### src/rtl/ufp_pkg.sv
// constants, register map and pin carriers of the usb fifo parallel port
// assumes a 50 MHz aclk and a 32-bit axi4-lite register bus
package ufp_pkg;

	localparam int unsigned UFP_CLK_HZ = 50_000_000;
	localparam int unsigned UFP_WAKE_MS = 20;
	// least time, whole cycles, no rounding term added
	localparam int unsigned UFP_WAKE_CYC =
		(UFP_CLK_HZ / 1000 * UFP_WAKE_MS + 0) ;
	localparam int unsigned UFP_BYTE_W = 8;

	// register byte offsets
	localparam logic [7:0] UFP_OFF_CFG = 8'h00;
	localparam logic [7:0] UFP_OFF_STAT = 8'h04;
	localparam logic [7:0] UFP_OFF_ERR = 8'h08;
	localparam logic [7:0] UFP_OFF_CNT = 8'h0c;

	// cfg fields
	localparam int unsigned UFP_CFG_WAKE = 0;
	localparam int unsigned UFP_CFG_PULL = 1;
	localparam logic [1:0] UFP_CFG_RST = 2'h0;

	// stat fields
	localparam int unsigned UFP_ST_RX_FLAG = 0;
	localparam int unsigned UFP_ST_TX_FLAG = 1;
	localparam int unsigned UFP_ST_PWR = 2;
	localparam int unsigned UFP_ST_SUSP = 3;
	localparam int unsigned UFP_ST_WAKEIN = 4;

	// err fields, write one to clear
	localparam int unsigned UFP_ERR_WOVR = 0;
	localparam int unsigned UFP_ERR_RUND = 1;
	localparam int unsigned UFP_ERR_WAKE = 2;

	localparam logic [15:0] UFP_CNT_RST = 16'h0000;
	localparam logic [1:0] UFP_RESP_OKAY = 2'h0;
	localparam logic [1:0] UFP_RESP_SLVERR = 2'h2;

	typedef enum logic [0:0] {
		UFP_BUS_IDLE = 1'b0,
		UFP_BUS_RESP = 1'b1
	} ufp_bus_st_t;

	typedef enum logic [1:0] {
		UFP_REG_CFG = 2'b00,
		UFP_REG_STAT = 2'b01,
		UFP_REG_ERR = 2'b10,
		UFP_REG_CNT = 2'b11
	} ufp_reg_t;

	typedef struct packed {
		logic rd_n;
		logic wr;
		logic [UFP_BYTE_W-1:0] byte_bus_in;
		logic rx_data_flag_n_in;
	} ufp_pin_in_t;

	typedef struct packed {
		logic [UFP_BYTE_W-1:0] byte_bus_out;
		logic byte_bus_oe_n;
		logic tx_space_flag_n;
		logic tx_space_flag_oe_n;
		logic rx_data_flag_n;
		logic rx_data_flag_oe_n;
		logic pull_low;
		logic power_enable_n;
	} ufp_pin_out_t;

endpackage

### src/rtl/ufp_port.sv
// usb fifo parallel port: byte-wide strobed fifo interface toward an
// external controller, with power enable, remote wakeup and pull option
// assumes strobes synchronous to aclk and a usb engine that streams bytes
// Overview of operation
// - while read strobe is low, drive current receive byte; otherwise release bus.
// - read strobe falling edge advances to next receive byte, when one exists.
// - write strobe falling edge captures bus byte into transmit buffer, when it is empty.
// - transmit flag low when a byte fits; far side writes only then.
// - receive flag low while unread bytes exist; far side reads only then.
// - both flag pins float while the device is in reset.
// - power enable goes low after configuration, high again on suspend.
// - wakeup enabled and suspended turns receive flag pin into an input.
// - receive flag held low 20 ms while suspended requests usb resume.
// - pull-low option pulls interface inputs low during suspend, else high.
// - active-low reset input resets the device; unused it stays high.
`timescale 1ns/10ps
`default_nettype none

module ufp_port
	import ufp_pkg::*;
#(
	parameter int unsigned WAKE_CYC = ufp_pkg::UFP_WAKE_CYC,
	parameter int unsigned ADDR_W = 8
) (
	// clock and reset
	input wire logic aclk,
	input wire logic aresetn,
	// fifo pins
	input wire ufp_pkg::ufp_pin_in_t pin_i,
	output ufp_pkg::ufp_pin_out_t pin_o,
	// usb engine side
	input wire logic usb_configured,
	input wire logic usb_suspend,
	input wire logic usb_rx_valid,
	input wire logic [ufp_pkg::UFP_BYTE_W-1:0] usb_rx_data,
	output logic usb_rx_ready,
	output logic usb_tx_valid,
	output logic [ufp_pkg::UFP_BYTE_W-1:0] usb_tx_data,
	input wire logic usb_tx_ready,
	output logic usb_resume_req,
	// axi4-lite slave
	input wire logic [ADDR_W-1:0] s_axi_awaddr,
	input wire logic s_axi_awvalid,
	output logic s_axi_awready,
	input wire logic [31:0] s_axi_wdata,
	input wire logic [3:0] s_axi_wstrb,
	input wire logic s_axi_wvalid,
	output logic s_axi_wready,
	output logic [1:0] s_axi_bresp,
	output logic s_axi_bvalid,
	input wire logic s_axi_bready,
	input wire logic [ADDR_W-1:0] s_axi_araddr,
	input wire logic s_axi_arvalid,
	output logic s_axi_arready,
	output logic [31:0] s_axi_rdata,
	output logic [1:0] s_axi_rresp,
	output logic s_axi_rvalid,
	input wire logic s_axi_rready
);
	import ufp_pkg::*;

	localparam int unsigned WCNT_W = $clog2(WAKE_CYC + 1);

	// word decode shared by both bus directions
	function automatic logic ufp_hit(input logic [ADDR_W-1:0] a,
			output ufp_reg_t r);
		logic [7:0] o;
		o = 8'(a);
		r = UFP_REG_CFG;
		ufp_hit = 1'b1;
		case (o)
			UFP_OFF_CFG: r = UFP_REG_CFG;
			UFP_OFF_STAT: r = UFP_REG_STAT;
			UFP_OFF_ERR: r = UFP_REG_ERR;
			UFP_OFF_CNT: r = UFP_REG_CNT;
			default: ufp_hit = 1'b0;
		endcase
	endfunction

	logic [1:0] cfg_q;
	logic [2:0] err_q;
	logic [15:0] rx_cnt_q;
	logic [15:0] tx_cnt_q;
	logic rd_n_q;
	logic wr_q;
	logic rd_fall;
	logic wr_fall;
	logic [UFP_BYTE_W-1:0] rx_q;
	logic rx_full_q;
	logic [UFP_BYTE_W-1:0] out_q;
	logic [UFP_BYTE_W-1:0] tx_q;
	logic tx_full_q;
	logic pwr_n_q;
	logic wake_mode;
	logic [WCNT_W-1:0] wake_cnt_q;
	logic wake_done_q;
	logic resume_q;
	logic rx_pop;
	logic tx_pop;

	// strobe edges
	always_ff @(posedge aclk) begin
		if (!aresetn) begin
			rd_n_q <= 1'b1;
			wr_q <= 1'b0;
		end else begin
			rd_n_q <= pin_i.rd_n;
			wr_q <= pin_i.wr;
		end
	end

	assign rd_fall = rd_n_q & ~pin_i.rd_n;
	assign wr_fall = wr_q & ~pin_i.wr;
	assign rx_pop = rd_fall & rx_full_q;
	assign tx_pop = usb_tx_valid & usb_tx_ready;

	// receive holding byte
	always_ff @(posedge aclk) begin
		if (!aresetn) begin
			rx_q <= '0;
			rx_full_q <= 1'b0;
		end else if (rx_pop) begin
			rx_full_q <= 1'b0;
		end else if (usb_rx_valid && !rx_full_q) begin
			rx_q <= usb_rx_data;
			rx_full_q <= 1'b1;
		end
	end

	assign usb_rx_ready = aresetn & ~rx_full_q;

	// byte presented while read strobe is low
	always_ff @(posedge aclk) begin
		if (!aresetn) begin
			out_q <= '0;
		end else if (rx_pop) begin
			out_q <= rx_q;
		end
	end

	// transmit holding byte
	always_ff @(posedge aclk) begin
		if (!aresetn) begin
			tx_q <= '0;
			tx_full_q <= 1'b0;
		end else if (wr_fall && !tx_full_q) begin
			tx_q <= pin_i.byte_bus_in;
			tx_full_q <= 1'b1;
		end else if (tx_pop) begin
			tx_full_q <= 1'b0;
		end
	end

	assign usb_tx_valid = tx_full_q;
	assign usb_tx_data = tx_q;

	// power enable follows configuration and suspend
	always_ff @(posedge aclk) begin
		if (!aresetn) begin
			pwr_n_q <= 1'b1;
		end else if (usb_suspend) begin
			pwr_n_q <= 1'b1;
		end else if (usb_configured) begin
			pwr_n_q <= 1'b0;
		end
	end

	assign wake_mode = cfg_q[UFP_CFG_WAKE] & pwr_n_q & usb_suspend;

	// remote wakeup low-time counter
	always_ff @(posedge aclk) begin
		if (!aresetn) begin
			wake_cnt_q <= '0;
			wake_done_q <= 1'b0;
			resume_q <= 1'b0;
		end else begin
			resume_q <= 1'b0;
			if (!wake_mode || pin_i.rx_data_flag_n_in) begin
				wake_cnt_q <= '0;
				wake_done_q <= 1'b0;
			end else if (!wake_done_q) begin
				if (wake_cnt_q == WCNT_W'(WAKE_CYC - 1)) begin
					wake_done_q <= 1'b1;
					resume_q <= 1'b1;
				end else begin
					wake_cnt_q <= wake_cnt_q + 1'b1;
				end
			end
		end
	end

	assign usb_resume_req = resume_q;

	// pin drive
	always_comb begin
		pin_o.byte_bus_out = rd_fall ? rx_q : out_q;
		pin_o.byte_bus_oe_n = ~aresetn | pin_i.rd_n;
		pin_o.tx_space_flag_n = tx_full_q;
		pin_o.tx_space_flag_oe_n = ~aresetn;
		pin_o.rx_data_flag_n = ~rx_full_q;
		pin_o.rx_data_flag_oe_n = ~aresetn | wake_mode;
		pin_o.pull_low = cfg_q[UFP_CFG_PULL] & usb_suspend;
		pin_o.power_enable_n = pwr_n_q;
	end

	// axi write path
	ufp_bus_st_t wst_q;
	logic aw_got_q;
	logic w_got_q;
	logic [ADDR_W-1:0] awaddr_q;
	logic [31:0] wdata_q;
	logic [3:0] wstrb_q;
	logic [1:0] bresp_q;
	ufp_reg_t wreg;
	logic whit;
	logic wdo;
	logic [2:0] err_clr;

	assign s_axi_awready = (wst_q == UFP_BUS_IDLE) & ~aw_got_q;
	assign s_axi_wready = (wst_q == UFP_BUS_IDLE) & ~w_got_q;
	assign wdo = (wst_q == UFP_BUS_IDLE) & aw_got_q & w_got_q;

	always_comb begin
		wreg = UFP_REG_CFG;
		whit = ufp_hit(awaddr_q, wreg);
		err_clr = '0;
		if (wdo && whit && wreg == UFP_REG_ERR && wstrb_q[0]) begin
			err_clr = wdata_q[2:0];
		end
	end

	always_ff @(posedge aclk) begin
		if (!aresetn) begin
			wst_q <= UFP_BUS_IDLE;
			aw_got_q <= 1'b0;
			w_got_q <= 1'b0;
			awaddr_q <= '0;
			wdata_q <= '0;
			wstrb_q <= '0;
			bresp_q <= UFP_RESP_OKAY;
		end else begin
			case (wst_q)
				UFP_BUS_IDLE: begin
					if (s_axi_awvalid && s_axi_awready) begin
						aw_got_q <= 1'b1;
						awaddr_q <= s_axi_awaddr;
					end
					if (s_axi_wvalid && s_axi_wready) begin
						w_got_q <= 1'b1;
						wdata_q <= s_axi_wdata;
						wstrb_q <= s_axi_wstrb;
					end
					if (wdo) begin
						wst_q <= UFP_BUS_RESP;
						bresp_q <= whit ? UFP_RESP_OKAY : UFP_RESP_SLVERR;
					end
				end
				UFP_BUS_RESP: begin
					if (s_axi_bready) begin
						wst_q <= UFP_BUS_IDLE;
						aw_got_q <= 1'b0;
						w_got_q <= 1'b0;
					end
				end
				default: wst_q <= UFP_BUS_IDLE;
			endcase
		end
	end

	assign s_axi_bvalid = (wst_q == UFP_BUS_RESP);
	assign s_axi_bresp = bresp_q;

	// configuration register
	always_ff @(posedge aclk) begin
		if (!aresetn) begin
			cfg_q <= UFP_CFG_RST;
		end else if (wdo && whit && wreg == UFP_REG_CFG && wstrb_q[0]) begin
			cfg_q <= wdata_q[1:0];
		end
	end

	// sticky errors, a new event beats a clear
	always_ff @(posedge aclk) begin
		if (!aresetn) begin
			err_q <= '0;
		end else begin
			err_q[UFP_ERR_WOVR] <= (err_q[UFP_ERR_WOVR] & ~err_clr[UFP_ERR_WOVR])
				| (wr_fall & tx_full_q);
			err_q[UFP_ERR_RUND] <= (err_q[UFP_ERR_RUND] & ~err_clr[UFP_ERR_RUND])
				| (rd_fall & ~rx_full_q);
			err_q[UFP_ERR_WAKE] <= (err_q[UFP_ERR_WAKE] & ~err_clr[UFP_ERR_WAKE])
				| resume_q;
		end
	end

	// byte counters, wrap
	always_ff @(posedge aclk) begin
		if (!aresetn) begin
			rx_cnt_q <= UFP_CNT_RST;
			tx_cnt_q <= UFP_CNT_RST;
		end else begin
			if (rx_pop) begin
				rx_cnt_q <= rx_cnt_q + 16'h0001;
			end
			if (wr_fall && !tx_full_q) begin
				tx_cnt_q <= tx_cnt_q + 16'h0001;
			end
		end
	end

	// axi read path
	ufp_bus_st_t rst_q;
	logic [31:0] rdata_q;
	logic [1:0] rresp_q;
	ufp_reg_t rreg;
	logic rhit;
	logic [31:0] rword;

	always_comb begin
		rreg = UFP_REG_CFG;
		rhit = ufp_hit(s_axi_araddr, rreg);
		rword = '0;
		case (rreg)
			UFP_REG_CFG: rword[1:0] = cfg_q;
			UFP_REG_STAT: begin
				rword[UFP_ST_RX_FLAG] = ~rx_full_q;
				rword[UFP_ST_TX_FLAG] = tx_full_q;
				rword[UFP_ST_PWR] = pwr_n_q;
				rword[UFP_ST_SUSP] = usb_suspend;
				rword[UFP_ST_WAKEIN] = wake_mode;
			end
			UFP_REG_ERR: rword[2:0] = err_q;
			UFP_REG_CNT: rword = {tx_cnt_q, rx_cnt_q};
			default: rword = '0;
		endcase
		if (!rhit) begin
			rword = '0;
		end
	end

	assign s_axi_arready = (rst_q == UFP_BUS_IDLE);

	always_ff @(posedge aclk) begin
		if (!aresetn) begin
			rst_q <= UFP_BUS_IDLE;
			rdata_q <= '0;
			rresp_q <= UFP_RESP_OKAY;
		end else begin
			case (rst_q)
				UFP_BUS_IDLE: begin
					if (s_axi_arvalid) begin
						rst_q <= UFP_BUS_RESP;
						rdata_q <= rword;
						rresp_q <= rhit ? UFP_RESP_OKAY : UFP_RESP_SLVERR;
					end
				end
				UFP_BUS_RESP: begin
					if (s_axi_rready) begin
						rst_q <= UFP_BUS_IDLE;
					end
				end
				default: rst_q <= UFP_BUS_IDLE;
			endcase
		end
	end

	assign s_axi_rvalid = (rst_q == UFP_BUS_RESP);
	assign s_axi_rdata = rdata_q;
	assign s_axi_rresp = rresp_q;

endmodule

`default_nettype wire

### config.mk
export PLATFORM = sky130hd
export DESIGN_NAME = ufp_port
export DESIGN_NICKNAME = d
export VERILOG_FILES = /design/src/rtl/ufp_pkg.sv /design/src/rtl/ufp_port.sv
export SDC_FILE = /design/constraint.sdc
export NUM_CORES = 1
export LEC_CHECK = 0
export BUFFER_PORTS_ARGS = -buffer_cell sky130_fd_sc_hd__clkbuf_2
export CORE_AREA = 4 4 125 127
export CTS_CLUSTER_SIZE = 40
export DETAILED_ROUTE_END_ITERATION = 10
export DIE_AREA = 0 0 129 131
export PLACE_DENSITY = 0.76
export SLEW_MARGIN = 30
export SYNTH_ARGS = -nofsm -noshare
export SYNTH_HDL_FRONTEND = slang
export SYNTH_SLANG_ARGS = --single-unit
export TNS_END_PERCENT = 30
### constraint.sdc
create_clock -name aclk -period 3.35 [get_ports aclk]
set_input_delay 0.5025 -clock aclk [delete_from_list [all_inputs] [get_ports aclk]]
set_output_delay 0.5025 -clock aclk [all_outputs]
set_load 0.02 [all_outputs]
==> impl_results.md, run 1 <==
* Sw frac at 0.234
* Leak pwr at 2.82 nW
* Total GRT Usage at 0.161
* Mux contribution to synthesized area at 0.0776
* Crit path arrival time at 1640 ps
* Total power at 3.85 mW
* Psw at 0.902 mW
* Int Pwr at 2.95 mW
* Max VDD drop at 0.328 mV
* Max Freq at 466 MHz
* Synth Instances at 652
* Number of global-route vias before repair at 4440
* Hold WC Path Type: primary input to flop
* Ant. Diodes at 0
* Clock Latency Late Sink at 410 ps
* Die W at 129 um
* First-pass GRT wire length at 21700 um
* Power density over the cells at 531 nW/um^2
* Fin cells at 950
* Die ar. at 16900 sq um
* FP Rows at 44
* Dpl hpwl at 9680 um
* Most common cell after layout, fill and taps aside: dfxtp_1
* Net count, final at 838
* Mean Syn Cell Area at 9.20 sq um
* Complex-gate fraction of the synthesized area at 0.126
* Prevailing post-synth register cell: dfxtp_1
* CTS tree: done
* Post-Syn Area at 6000 sq um
* Drt total wl at 13600 um
* Layout cells sized above 1 at 0.279
* Die Y-Extent at 131 um
* Wire per inst at 14.3 um
* Post-route ant nets at 0
* CP Class: flop to output pin
* IO Port Bufs at 114
* Final setup violation count at 0
* Sequential fraction of the synthesis area at 0.460
* Via count at 4960
* Most frequent cells in the layout: dfxtp_1 (138), clkbuf_2 (114), nand2_1 (71), nor2_1 (66), a21oi_1 (46)
* Setup Skew at 9.16 ps
* Final GP Congestion at 0.831
* Final Max Tran Viols at 0
* Initial antenna violation count at 1
* RSZ-0062 raised after global routing: no
* Synth Area in Adders at 0.00626
* Largest net degree at the start of global routing at 86
* Tcrit/Tclk final at 0.641
* Grt total ovfl at 0
* Synth Area in Simple Gates at 0.253
* # IOs at 149
* Ys Warns at 0
* Rel. slew slack at 0.364
* Seq pwr share at 0.442
* Clk buf depth at 2
* Final min period at 2150 ps
* Vias/cell at 5.22
* Area Growth Syn to Fin at 20.7%
* Register bit total from synthesis at 138
* Clock transition at the registers of the reported paths at 60 ps
* Worst-Margin Slew at 953 ps
* DRC at 0
* H-Tree Depth at 4
* Outcome: finished clean
* Clock sinks at 138
* CP max FO at 10
* Initial Util at 0.416
* Hold Path Depth at 3
* Post-CTS Setup Bufs at 0
* Max Cap Viol at 0
* CTS Root Cell: clkbuf_16
* Number of synthesized flops with an enable pin at 0
* Synth async-reset ratio at 0
* Initial drt markers at 264
* Reg2reg path depth at 4
* Setup TNS at 0 ps
* Comb power frac at 0.059
* Cts hold-fix bufs at 0
* Setup crit start kind: flop
* Crit. End Element: output pin
* Fin. Hold Viols at 0
* Clock power share at 0.499
* Post-cts resize count at 0
* XOR/XNOR Fraction of Synth Area at 0.0307
* Cell variety after synth at 53
* Cell count after placement at 918
* Critical Path RT at 2850 ps
* CTS Buf Count at 17
* Initial DRT Pass Iterations at 4
* Area of the core at 14400 sq um
* Largest family of logic cells by synthesized area: simple AND/OR/NAND/NOR gates
==> worst max-delay path: stages, from the launching register on <==
cell      delay, ps
dfxtp_1         340
nor2b_1         150
buf_4           210
mux2_2          370
clkbuf_2        160
==> cells in the mapped netlist (all sizes together), types with 2 or more instances <==
master / n / area, sq um
nand4: 14 / 93.8
and2: 5 / 31.3
ha: 3 / 37.5
nor4bb: 2 / 20.0
a22oi: 27 / 303
and4b: 3 / 30.0
nor2b: 10 / 62.6
inv: 11 / 41.3
mux2i: 33 / 330
or2: 2 / 12.5
nor4: 8 / 71.3
nor2: 86 / 373
or4: 8 / 63.8
nand2b: 14 / 87.6
a211oi: 3 / 22.5
a21oi: 46 / 230
nand3: 26 / 130
nand3b: 2 / 15.0
nor3: 9 / 45.0
and3: 6 / 37.5
and3b: 3 / 26.3
nand2: 71 / 267
mux2: 8 / 90.1
or3: 7 / 43.8
o21ai: 14 / 70.1
and4: 6 / 52.6
nor3b: 2 / 15.0
xor2: 10 / 87.6
o21a: 2 / 15.0
buf: 13 / 100
o31ai: 7 / 52.6
a21bo: 2 / 20.0
xnor2: 11 / 96.3
mux4: 2 / 45.0
dfxtp: 138 / 2760
a31oi: 4 / 25.0
clkbuf: 27 / 131
==> routing by layer <==
layer  track usage  vias up  share of wire
li1              -     2500              -
met1         0.206     2319           0.45
met2         0.261      124           0.47
met3        0.0484       15          0.063
met4        0.0494        2          0.015
met5             0        -        0.00088
==> cell families (layout without fill, tap and decap cells) <==
logic type | after synthesis | after routing
xor gates and xnor gates | 21 | 21
other | 1 | 2
and+or+nand+nor | 288 | 288
muxes | 43 | 43
DFF | 138 | 138
AOI/OAI and AO/OA | 107 | 107
buffers and inverters | 51 | 164
adders and majority gates | 3 | 3
==> power by group through the flow <==
stage | Sequential [mW] | Clock, mW | Combinational, mW
5_1_grt | 1.70 | 2.04 | 0.251
3_5_place_dp | 1.74 | 0 | 0.229
6_report | 1.70 | 1.92 | 0.228
3_3_place_gp | 1.73 | 0 | 0.227
4_1_cts | 1.70 | 1.97 | 0.230
2_1_floorplan | 1.73 | 0 | 0.156
==> flip-flops by register name (all words and copies together) (netlist names), 2 cells and up <==
name / cells
s_axi_rdata: 32
rx_q: 8
cfg_q: 2
rx_cnt_q: 16
wake_cnt_q: 20
err_q: 3
usb_tx_data: 8
out_q: 8
wdata_q: 3
awaddr_q: 8
tx_cnt_q: 16
==> cell type report <==
class	instances	area, sq um
clock inverters	15	189
flip-flops and latches	138	2760
multi-input cells	464	2970
inverters	11	42.5
fillers	1354	7180
clock buffers	17	425
repair buffers	121	627
well taps	184	230
==> path summary, 6_finish.rpt <==
kind	from	end	slack, ps
setup reg to reg	rx_full_q	rx_cnt_q[15]	1470
hold reg to reg	s_axi_rdata[1]	s_axi_rdata[1]	450
setup / recovery	rd_n_q	pin_o[7]	1200
hold / removal	pin_i[7]	usb_tx_data[6]	310
==> per-stage QoR <==
stage | area (sq um) | hold WS (ps) | setup slack (ps) | util
after detailed placement | 6630 | 441 | 1340 | 0.459
after CTS | 7240 | 288 | 1190 | 0.502
final | 7250 | 309 | 1200 | 0.502
after floorplan | 6000 | 414 | 1480 | -
after global routing | 7250 | 302 | 1140 | 0.502
after global placement | 6630 | 440 | 1360 | 0.459
No activity file was read; power rests on OpenSTA's default activity.
==> run 2, diff against run 1 <==
--- a/config.mk
+++ b/config.mk
@@ -10,7 +10,7 @@
 export CTS_CLUSTER_SIZE = 40
 export DETAILED_ROUTE_END_ITERATION = 10
 export DIE_AREA = 0 0 129 131
-export PLACE_DENSITY = 0.76
+export PLACE_DENSITY = 0.78
 export SLEW_MARGIN = 30
 export SYNTH_ARGS = -nofsm -noshare
 export SYNTH_HDL_FRONTEND = slang
==> constraint.sdc (replaced) <==
create_clock -name aclk -period 1.7 [get_ports aclk]
set_input_delay 0.255 -clock aclk [delete_from_list [all_inputs] [get_ports aclk]]
set_output_delay 0.255 -clock aclk [all_outputs]
set_load 0.02 [all_outputs]
==> impl_results.md, run 2 (same netlist as run 1, synthesis figures left out) <==
* Outcome: finished, violations left
* Failing checks: setup timing
* R2r setup slk at 40 ps
* Reg2reg path depth at 5
* Setup Skew at 7.54 ps
* Ant. Diodes at 0
* Final worst slack at -132 ps
* Initial antenna violation count at 1
* CTS Root Cell: clkbuf_16
* Sw frac at 0.228
* Total GRT Usage at 0.173
* Area Growth Syn to Fin at 30.0%
* Comb power frac at 0.070
* IO Port Bufs at 114
* Critical Path Source: rd_n_q
* Crit. End Element: output pin
* Seq pwr share at 0.430
* First-pass GRT wire length at 23200 um
* Number of global-route vias before repair at 4834
* Max FFs per register at 32
* Post-route ant nets at 0
* Wire per inst at 14.7 um
* Vias/cell at 5.20
* Dpl hpwl at 10300 um
* Area of the core at 14400 sq um
* Initial DRT Pass Iterations at 4
* Initial drt markers at 306
* Most common cell after layout, fill and taps aside: dfxtp_1
* Clock Latency Late Sink at 410 ps
* Final Max Tran Viols at 0
* R2R Path Start: wake_cnt_q[0]
* Net count, final at 878
* Tcrit/Tclk final at 1.08
* Hold Path Depth at 3
* CP max FO at 5
* Clock transition at the registers of the reported paths at 60 ps
* Fin. Hold Viols at 0
* Max VDD drop at 0.690 mV
* Hold EP: usb_tx_data[4]
* Power density over the cells at 997 nW/um^2
* Grt total ovfl at 0
* Drt total wl at 14500 um
* Clk buf depth at 2
* Hold WC Path Type: primary input to flop
* Rel. slew slack at 0.655
* Setup crit start kind: flop
* Worst R2R End: wake_cnt_q[12]
* FP Rows at 44
* Max Freq at 546 MHz
* Clock power share at 0.500
* Most frequent cells in the layout: dfxtp_1 (135), clkbuf_2 (106), nand2_1 (70), nor2_1 (66), a21oi_1 (45)
* Final setup violation count at 8
* Fin util at 0.541
* RSZ-0062 raised after global routing: yes
* CTS Buf Count at 17
* Die ar. at 16900 sq um
* Final min period at 1830 ps
* Int Pwr at 6.00 mW
* H-Tree Depth at 4
* Initial Util at 0.416
* Setup TNS at -962 ps
* Die Y-Extent at 131 um
* Max Cap Viol at 0
* HP Start: pin_i[5]
* Die W at 129 um
* Smallest hold slack at 52.3 ps
* Final GP Congestion at 0.858
* # fillers at 1269
* CTS tree: done
* Leak pwr at 3.10 nW
* Worst-Margin Slew at 516 ps
* # IOs at 149
* DRC at 0
* Psw at 1.78 mW
* Critical Path RT at 1440 ps
* Largest net degree at the start of global routing at 25
* Clock sinks at 138
* CP Class: flop to output pin
* Layout cells sized above 1 at 0.331
* Crit path arrival time at 1580 ps
* Via count at 5151
run 2: cell count changes in the layout (fill, tap and decap cells not counted), sizes merged:
cell,change
bufinv,+1
clkbuf,-7
clkinvlp,-1
clkinv,+3
buf,+48
inv,-4
run 2: worst max-delay path, cell delays in order, from the launching register on:
cell,delay (ps)
dfxtp_2,320
nor2b_4,220
buf_8,170
mux2_4,320
buf_8,130
run 2: final cells by class:
class / count / area [sq um] / area share
multi-input cells: 464 / 3050 / 0.390
flip-flops and latches: 138 / 2770 / 0.354
repair buffers: 161 / 1090 / 0.140
clock buffers: 18 / 429 / 0.0550
well taps: 184 / 230 / 0.0295
clock inverters: 14 / 199 / 0.0255
inverters: 11 / 42.5 / 0.00545
run 2: stage by stage:
step / cells / power [mW] / cell area, sq um / setup slack, ps
4_1_cts: 987 / 7.86 / 7710 / -149
2_1_floorplan: 653 / 3.73 / 6000 / 75.5
6_report: 990 / 7.78 / 7800 / -132
5_1_grt: 990 / 8.08 / 7800 / -179
3_5_place_dp: 953 / 3.92 / 6980 / 9.60
3_3_place_gp: 953 / 3.91 / 6980 / 34.4
run 2: what timing repair did:
action | CTS | global route
setup buffers | 1 | 3
gates cloned | 1 | 0
hold buffers | 0 | 0
endpoints found under the setup margin | 12 | 14
gates resized for setup | 25 | 25
run 2: power by group through the flow:
stage | Sequential, mW | Combinational, mW | Clock (mW)
after global placement | 3.41 | 0.499 | 0
after detailed placement | 3.41 | 0.506 | 0
after global routing | 3.35 | 0.597 | 4.14
final | 3.34 | 0.547 | 3.89
after CTS | 3.34 | 0.536 | 3.98
after floorplan | 3.42 | 0.308 | 0
run 2: per-layer routing:
metal / vias to the layer above / share of wire / global-route usage
met1: 2403 / 0.44 / 0.222
li1: 2569 / - / -
met3: 32 / 0.075 / 0.0561
met4: 2 / 0.026 / 0.0760
met5: - / 0.00089 / 0
met2: 145 / 0.46 / 0.267
run 2: worst max-delay path by stage:
stage,endpoint,slack (ps),depth (start not counted)
6_report,pin_o[8],-130,4
5_1_grt,pin_o[8],-180,4
4_1_cts,pin_o[8],-150,4
3_5_place_dp,s_axi_rdata[7],10,6
3_3_place_gp,s_axi_rdata[7],30,6
2_1_floorplan,s_axi_rdata[26],80,5
==> run 3, diff against run 2 <==
--- a/config.mk
+++ b/config.mk
@@ -11,6 +11,7 @@
 export DETAILED_ROUTE_END_ITERATION = 10
 export DIE_AREA = 0 0 129 131
 export PLACE_DENSITY = 0.78
+export RECOVER_POWER = 50
 export SLEW_MARGIN = 30
 export SYNTH_ARGS = -nofsm -noshare
 export SYNTH_HDL_FRONTEND = slang
==> impl_results.md, run 3 (same netlist as run 1, synthesis figures left out) <==
* WP buf/inv at 2
* Final min period at 1820 ps
* Hold Path Depth at 3
* Most common cell after layout, fill and taps aside: dfxtp_1
* CTS Buf Count at 17
* Number of global-route vias before repair at 4834
* Critical Path, Cell by Cell: nor2b_4 -> buf_8 -> mux2_4 -> buf_8
* Max FFs per register at 32
* FP Rows at 44
* Setup TNS at -876 ps
* Smallest hold slack at 54.3 ps
* IO Port Bufs at 114
* # IOs at 149
* Die ar. at 16900 sq um
* Clock Latency Late Sink at 410 ps
* Max Freq at 549 MHz
* Total GRT Usage at 0.173
* Net count, final at 878
* Layout cells sized above 1 at 0.262
* Setup crit start kind: flop
* Tcrit/Tclk final at 1.07
* Initial DRT Pass Iterations at 4
* Via count at 5154
* Multi-input logic area at 3030 sq um
* R2r setup slk at 30 ps
* Clock sinks at 138
* Area of the core at 14400 sq um
* Crit. End Element: output pin
* Wire per inst at 14.8 um
* Rel. slew slack at 0.561
* Critical Path RT at 1440 ps
* Final setup violation count at 8
* Instance count on the critical path at 4
* Die W at 129 um
* Dpl hpwl at 10300 um
* Failing checks: setup timing
* Hold WC Path Type: primary input to flop
* RSZ-0062 raised after global routing: yes
* Max Cap Viol at 0
* Critical Path Source: rd_n_q
* First-pass GRT wire length at 23200 um
* Final GP Congestion at 0.858
* CP max stage cell: dfxtp_2
* Worst R2R End: wake_cnt_q[12]
* Largest net degree at the start of global routing at 25
* Initial drt markers at 308
* CP top delay family: flip-flops
* Clk buf depth at 2
* Area Growth Syn to Fin at 27.3%
* H-Tree Depth at 4
* CP max FO at 5
* Die Y-Extent at 131 um
* Crit path arrival time at 1570 ps
* Vias/cell at 5.21
* Initial antenna violation count at 1
* Max VDD drop at 0.691 mV
* Leak pwr at 2.90 nW
* R2R Path Start: wake_cnt_q[0]
* Most frequent cells in the layout: dfxtp_1 (135), nand2_1 (70), nor2_1 (66), clkbuf_2 (65), clkbuf_1 (52)
* Ant. Diodes at 0
* Setup Skew at 7.48 ps
* Max incr delay on CP at 320 ps
* Drt total wl at 14700 um
* CTS tree: done
* # fillers at 1317
* DRC at 0
* Crit path to: pin_o[14]
* Reg2reg path depth at 5
* Worst-Margin Slew at 659 ps
* CTS Root Cell: clkbuf_16
* Seq. cell area at 2770 sq um
* Post-route ant nets at 0
* Final Max Tran Viols at 0
* Fin. Hold Viols at 0
* Placed cell areas at 6980 sq um
* CP Class: flop to output pin
* Grt total ovfl at 0
* Clock transition at the registers of the reported paths at 60 ps
* Total power at 7.76 mW
* Outcome: finished, violations left
* Crit path top cell by count: buf_8
* Final worst slack at -120 ps
* Power density over the cells at 1020 nW/um^2
* Post-route cell area at 7640 sq um
* Initial Util at 0.416
==> run 3: cell count changes in the layout (fill, tap and decap cells not counted), moves of 2 or more <==
cell	change
clkbuf_1	+51
clkbuf_2	-41
buf_4	-6
buf_12	-5
a22oi_1	+2
a22oi_2	-2
==> run 3: routing by layer <==
layer / vias up / track usage / part of all wire
li1: 2572 / - / -
met4: 2 / 0.0760 / 0.023
met3: 28 / 0.0561 / 0.072
met1: 2410 / 0.222 / 0.44
met5: - / 0 / 0.00089
met2: 142 / 0.267 / 0.46
==> run 3: how the worst min path moves through the flow <==
stage	from	to	slack [ps]
2_1_floorplan	usb_suspend	pwr_n_q	350
3_3_place_gp	wdata_q[2]	err_q[2]	430
3_5_place_dp	wdata_q[2]	err_q[2]	440
4_1_cts	pin_i[7]	usb_tx_data[6]	40
5_1_grt	pin_i[7]	usb_tx_data[6]	40
6_report	pin_i[5]	usb_tx_data[4]	50
==> run 3: power by group <==
part	switching [mW]	internal, mW	leakage, nW
combinational	0.301	0.213	1.48
clock	1.44	2.46	0.304
sequential	0.0468	3.30	1.12
total	1.78	5.97	2.90
==> run 3: final cells by class <==
type	count	area share
clock buffers	18	0.0562
repair buffers	161	0.123
clock inverters	14	0.0260
multi-input cells	464	0.397
inverters	11	0.00557
flip-flops and latches	138	0.362
well taps	184	0.0301
==> run 3: per-stage QoR <==
stage,cells,util,worst slack [ps]
detailed placement,953,0.484,9.60
CTS,987,0.535,-149
floorplan,653,-,75.5
global route,990,0.530,-179
global placement,953,0.484,34.4
finish,990,0.530,-120
==> run 3: worst register-to-register path: stages (launching register included) <==
cell and delay [ps]:
dfxtp_2 360, ha_2 190, and4b_2 300, nand2_2 110, or4_4 490, a21oi_2 150
==> run 3: timing repair <==
item	4_1_cts	5_1_grt
cloned	1	0
hold buffers	0	0
endpoints found under the setup margin	12	14
setup buffers	1	3
gates resized for setup	25	25
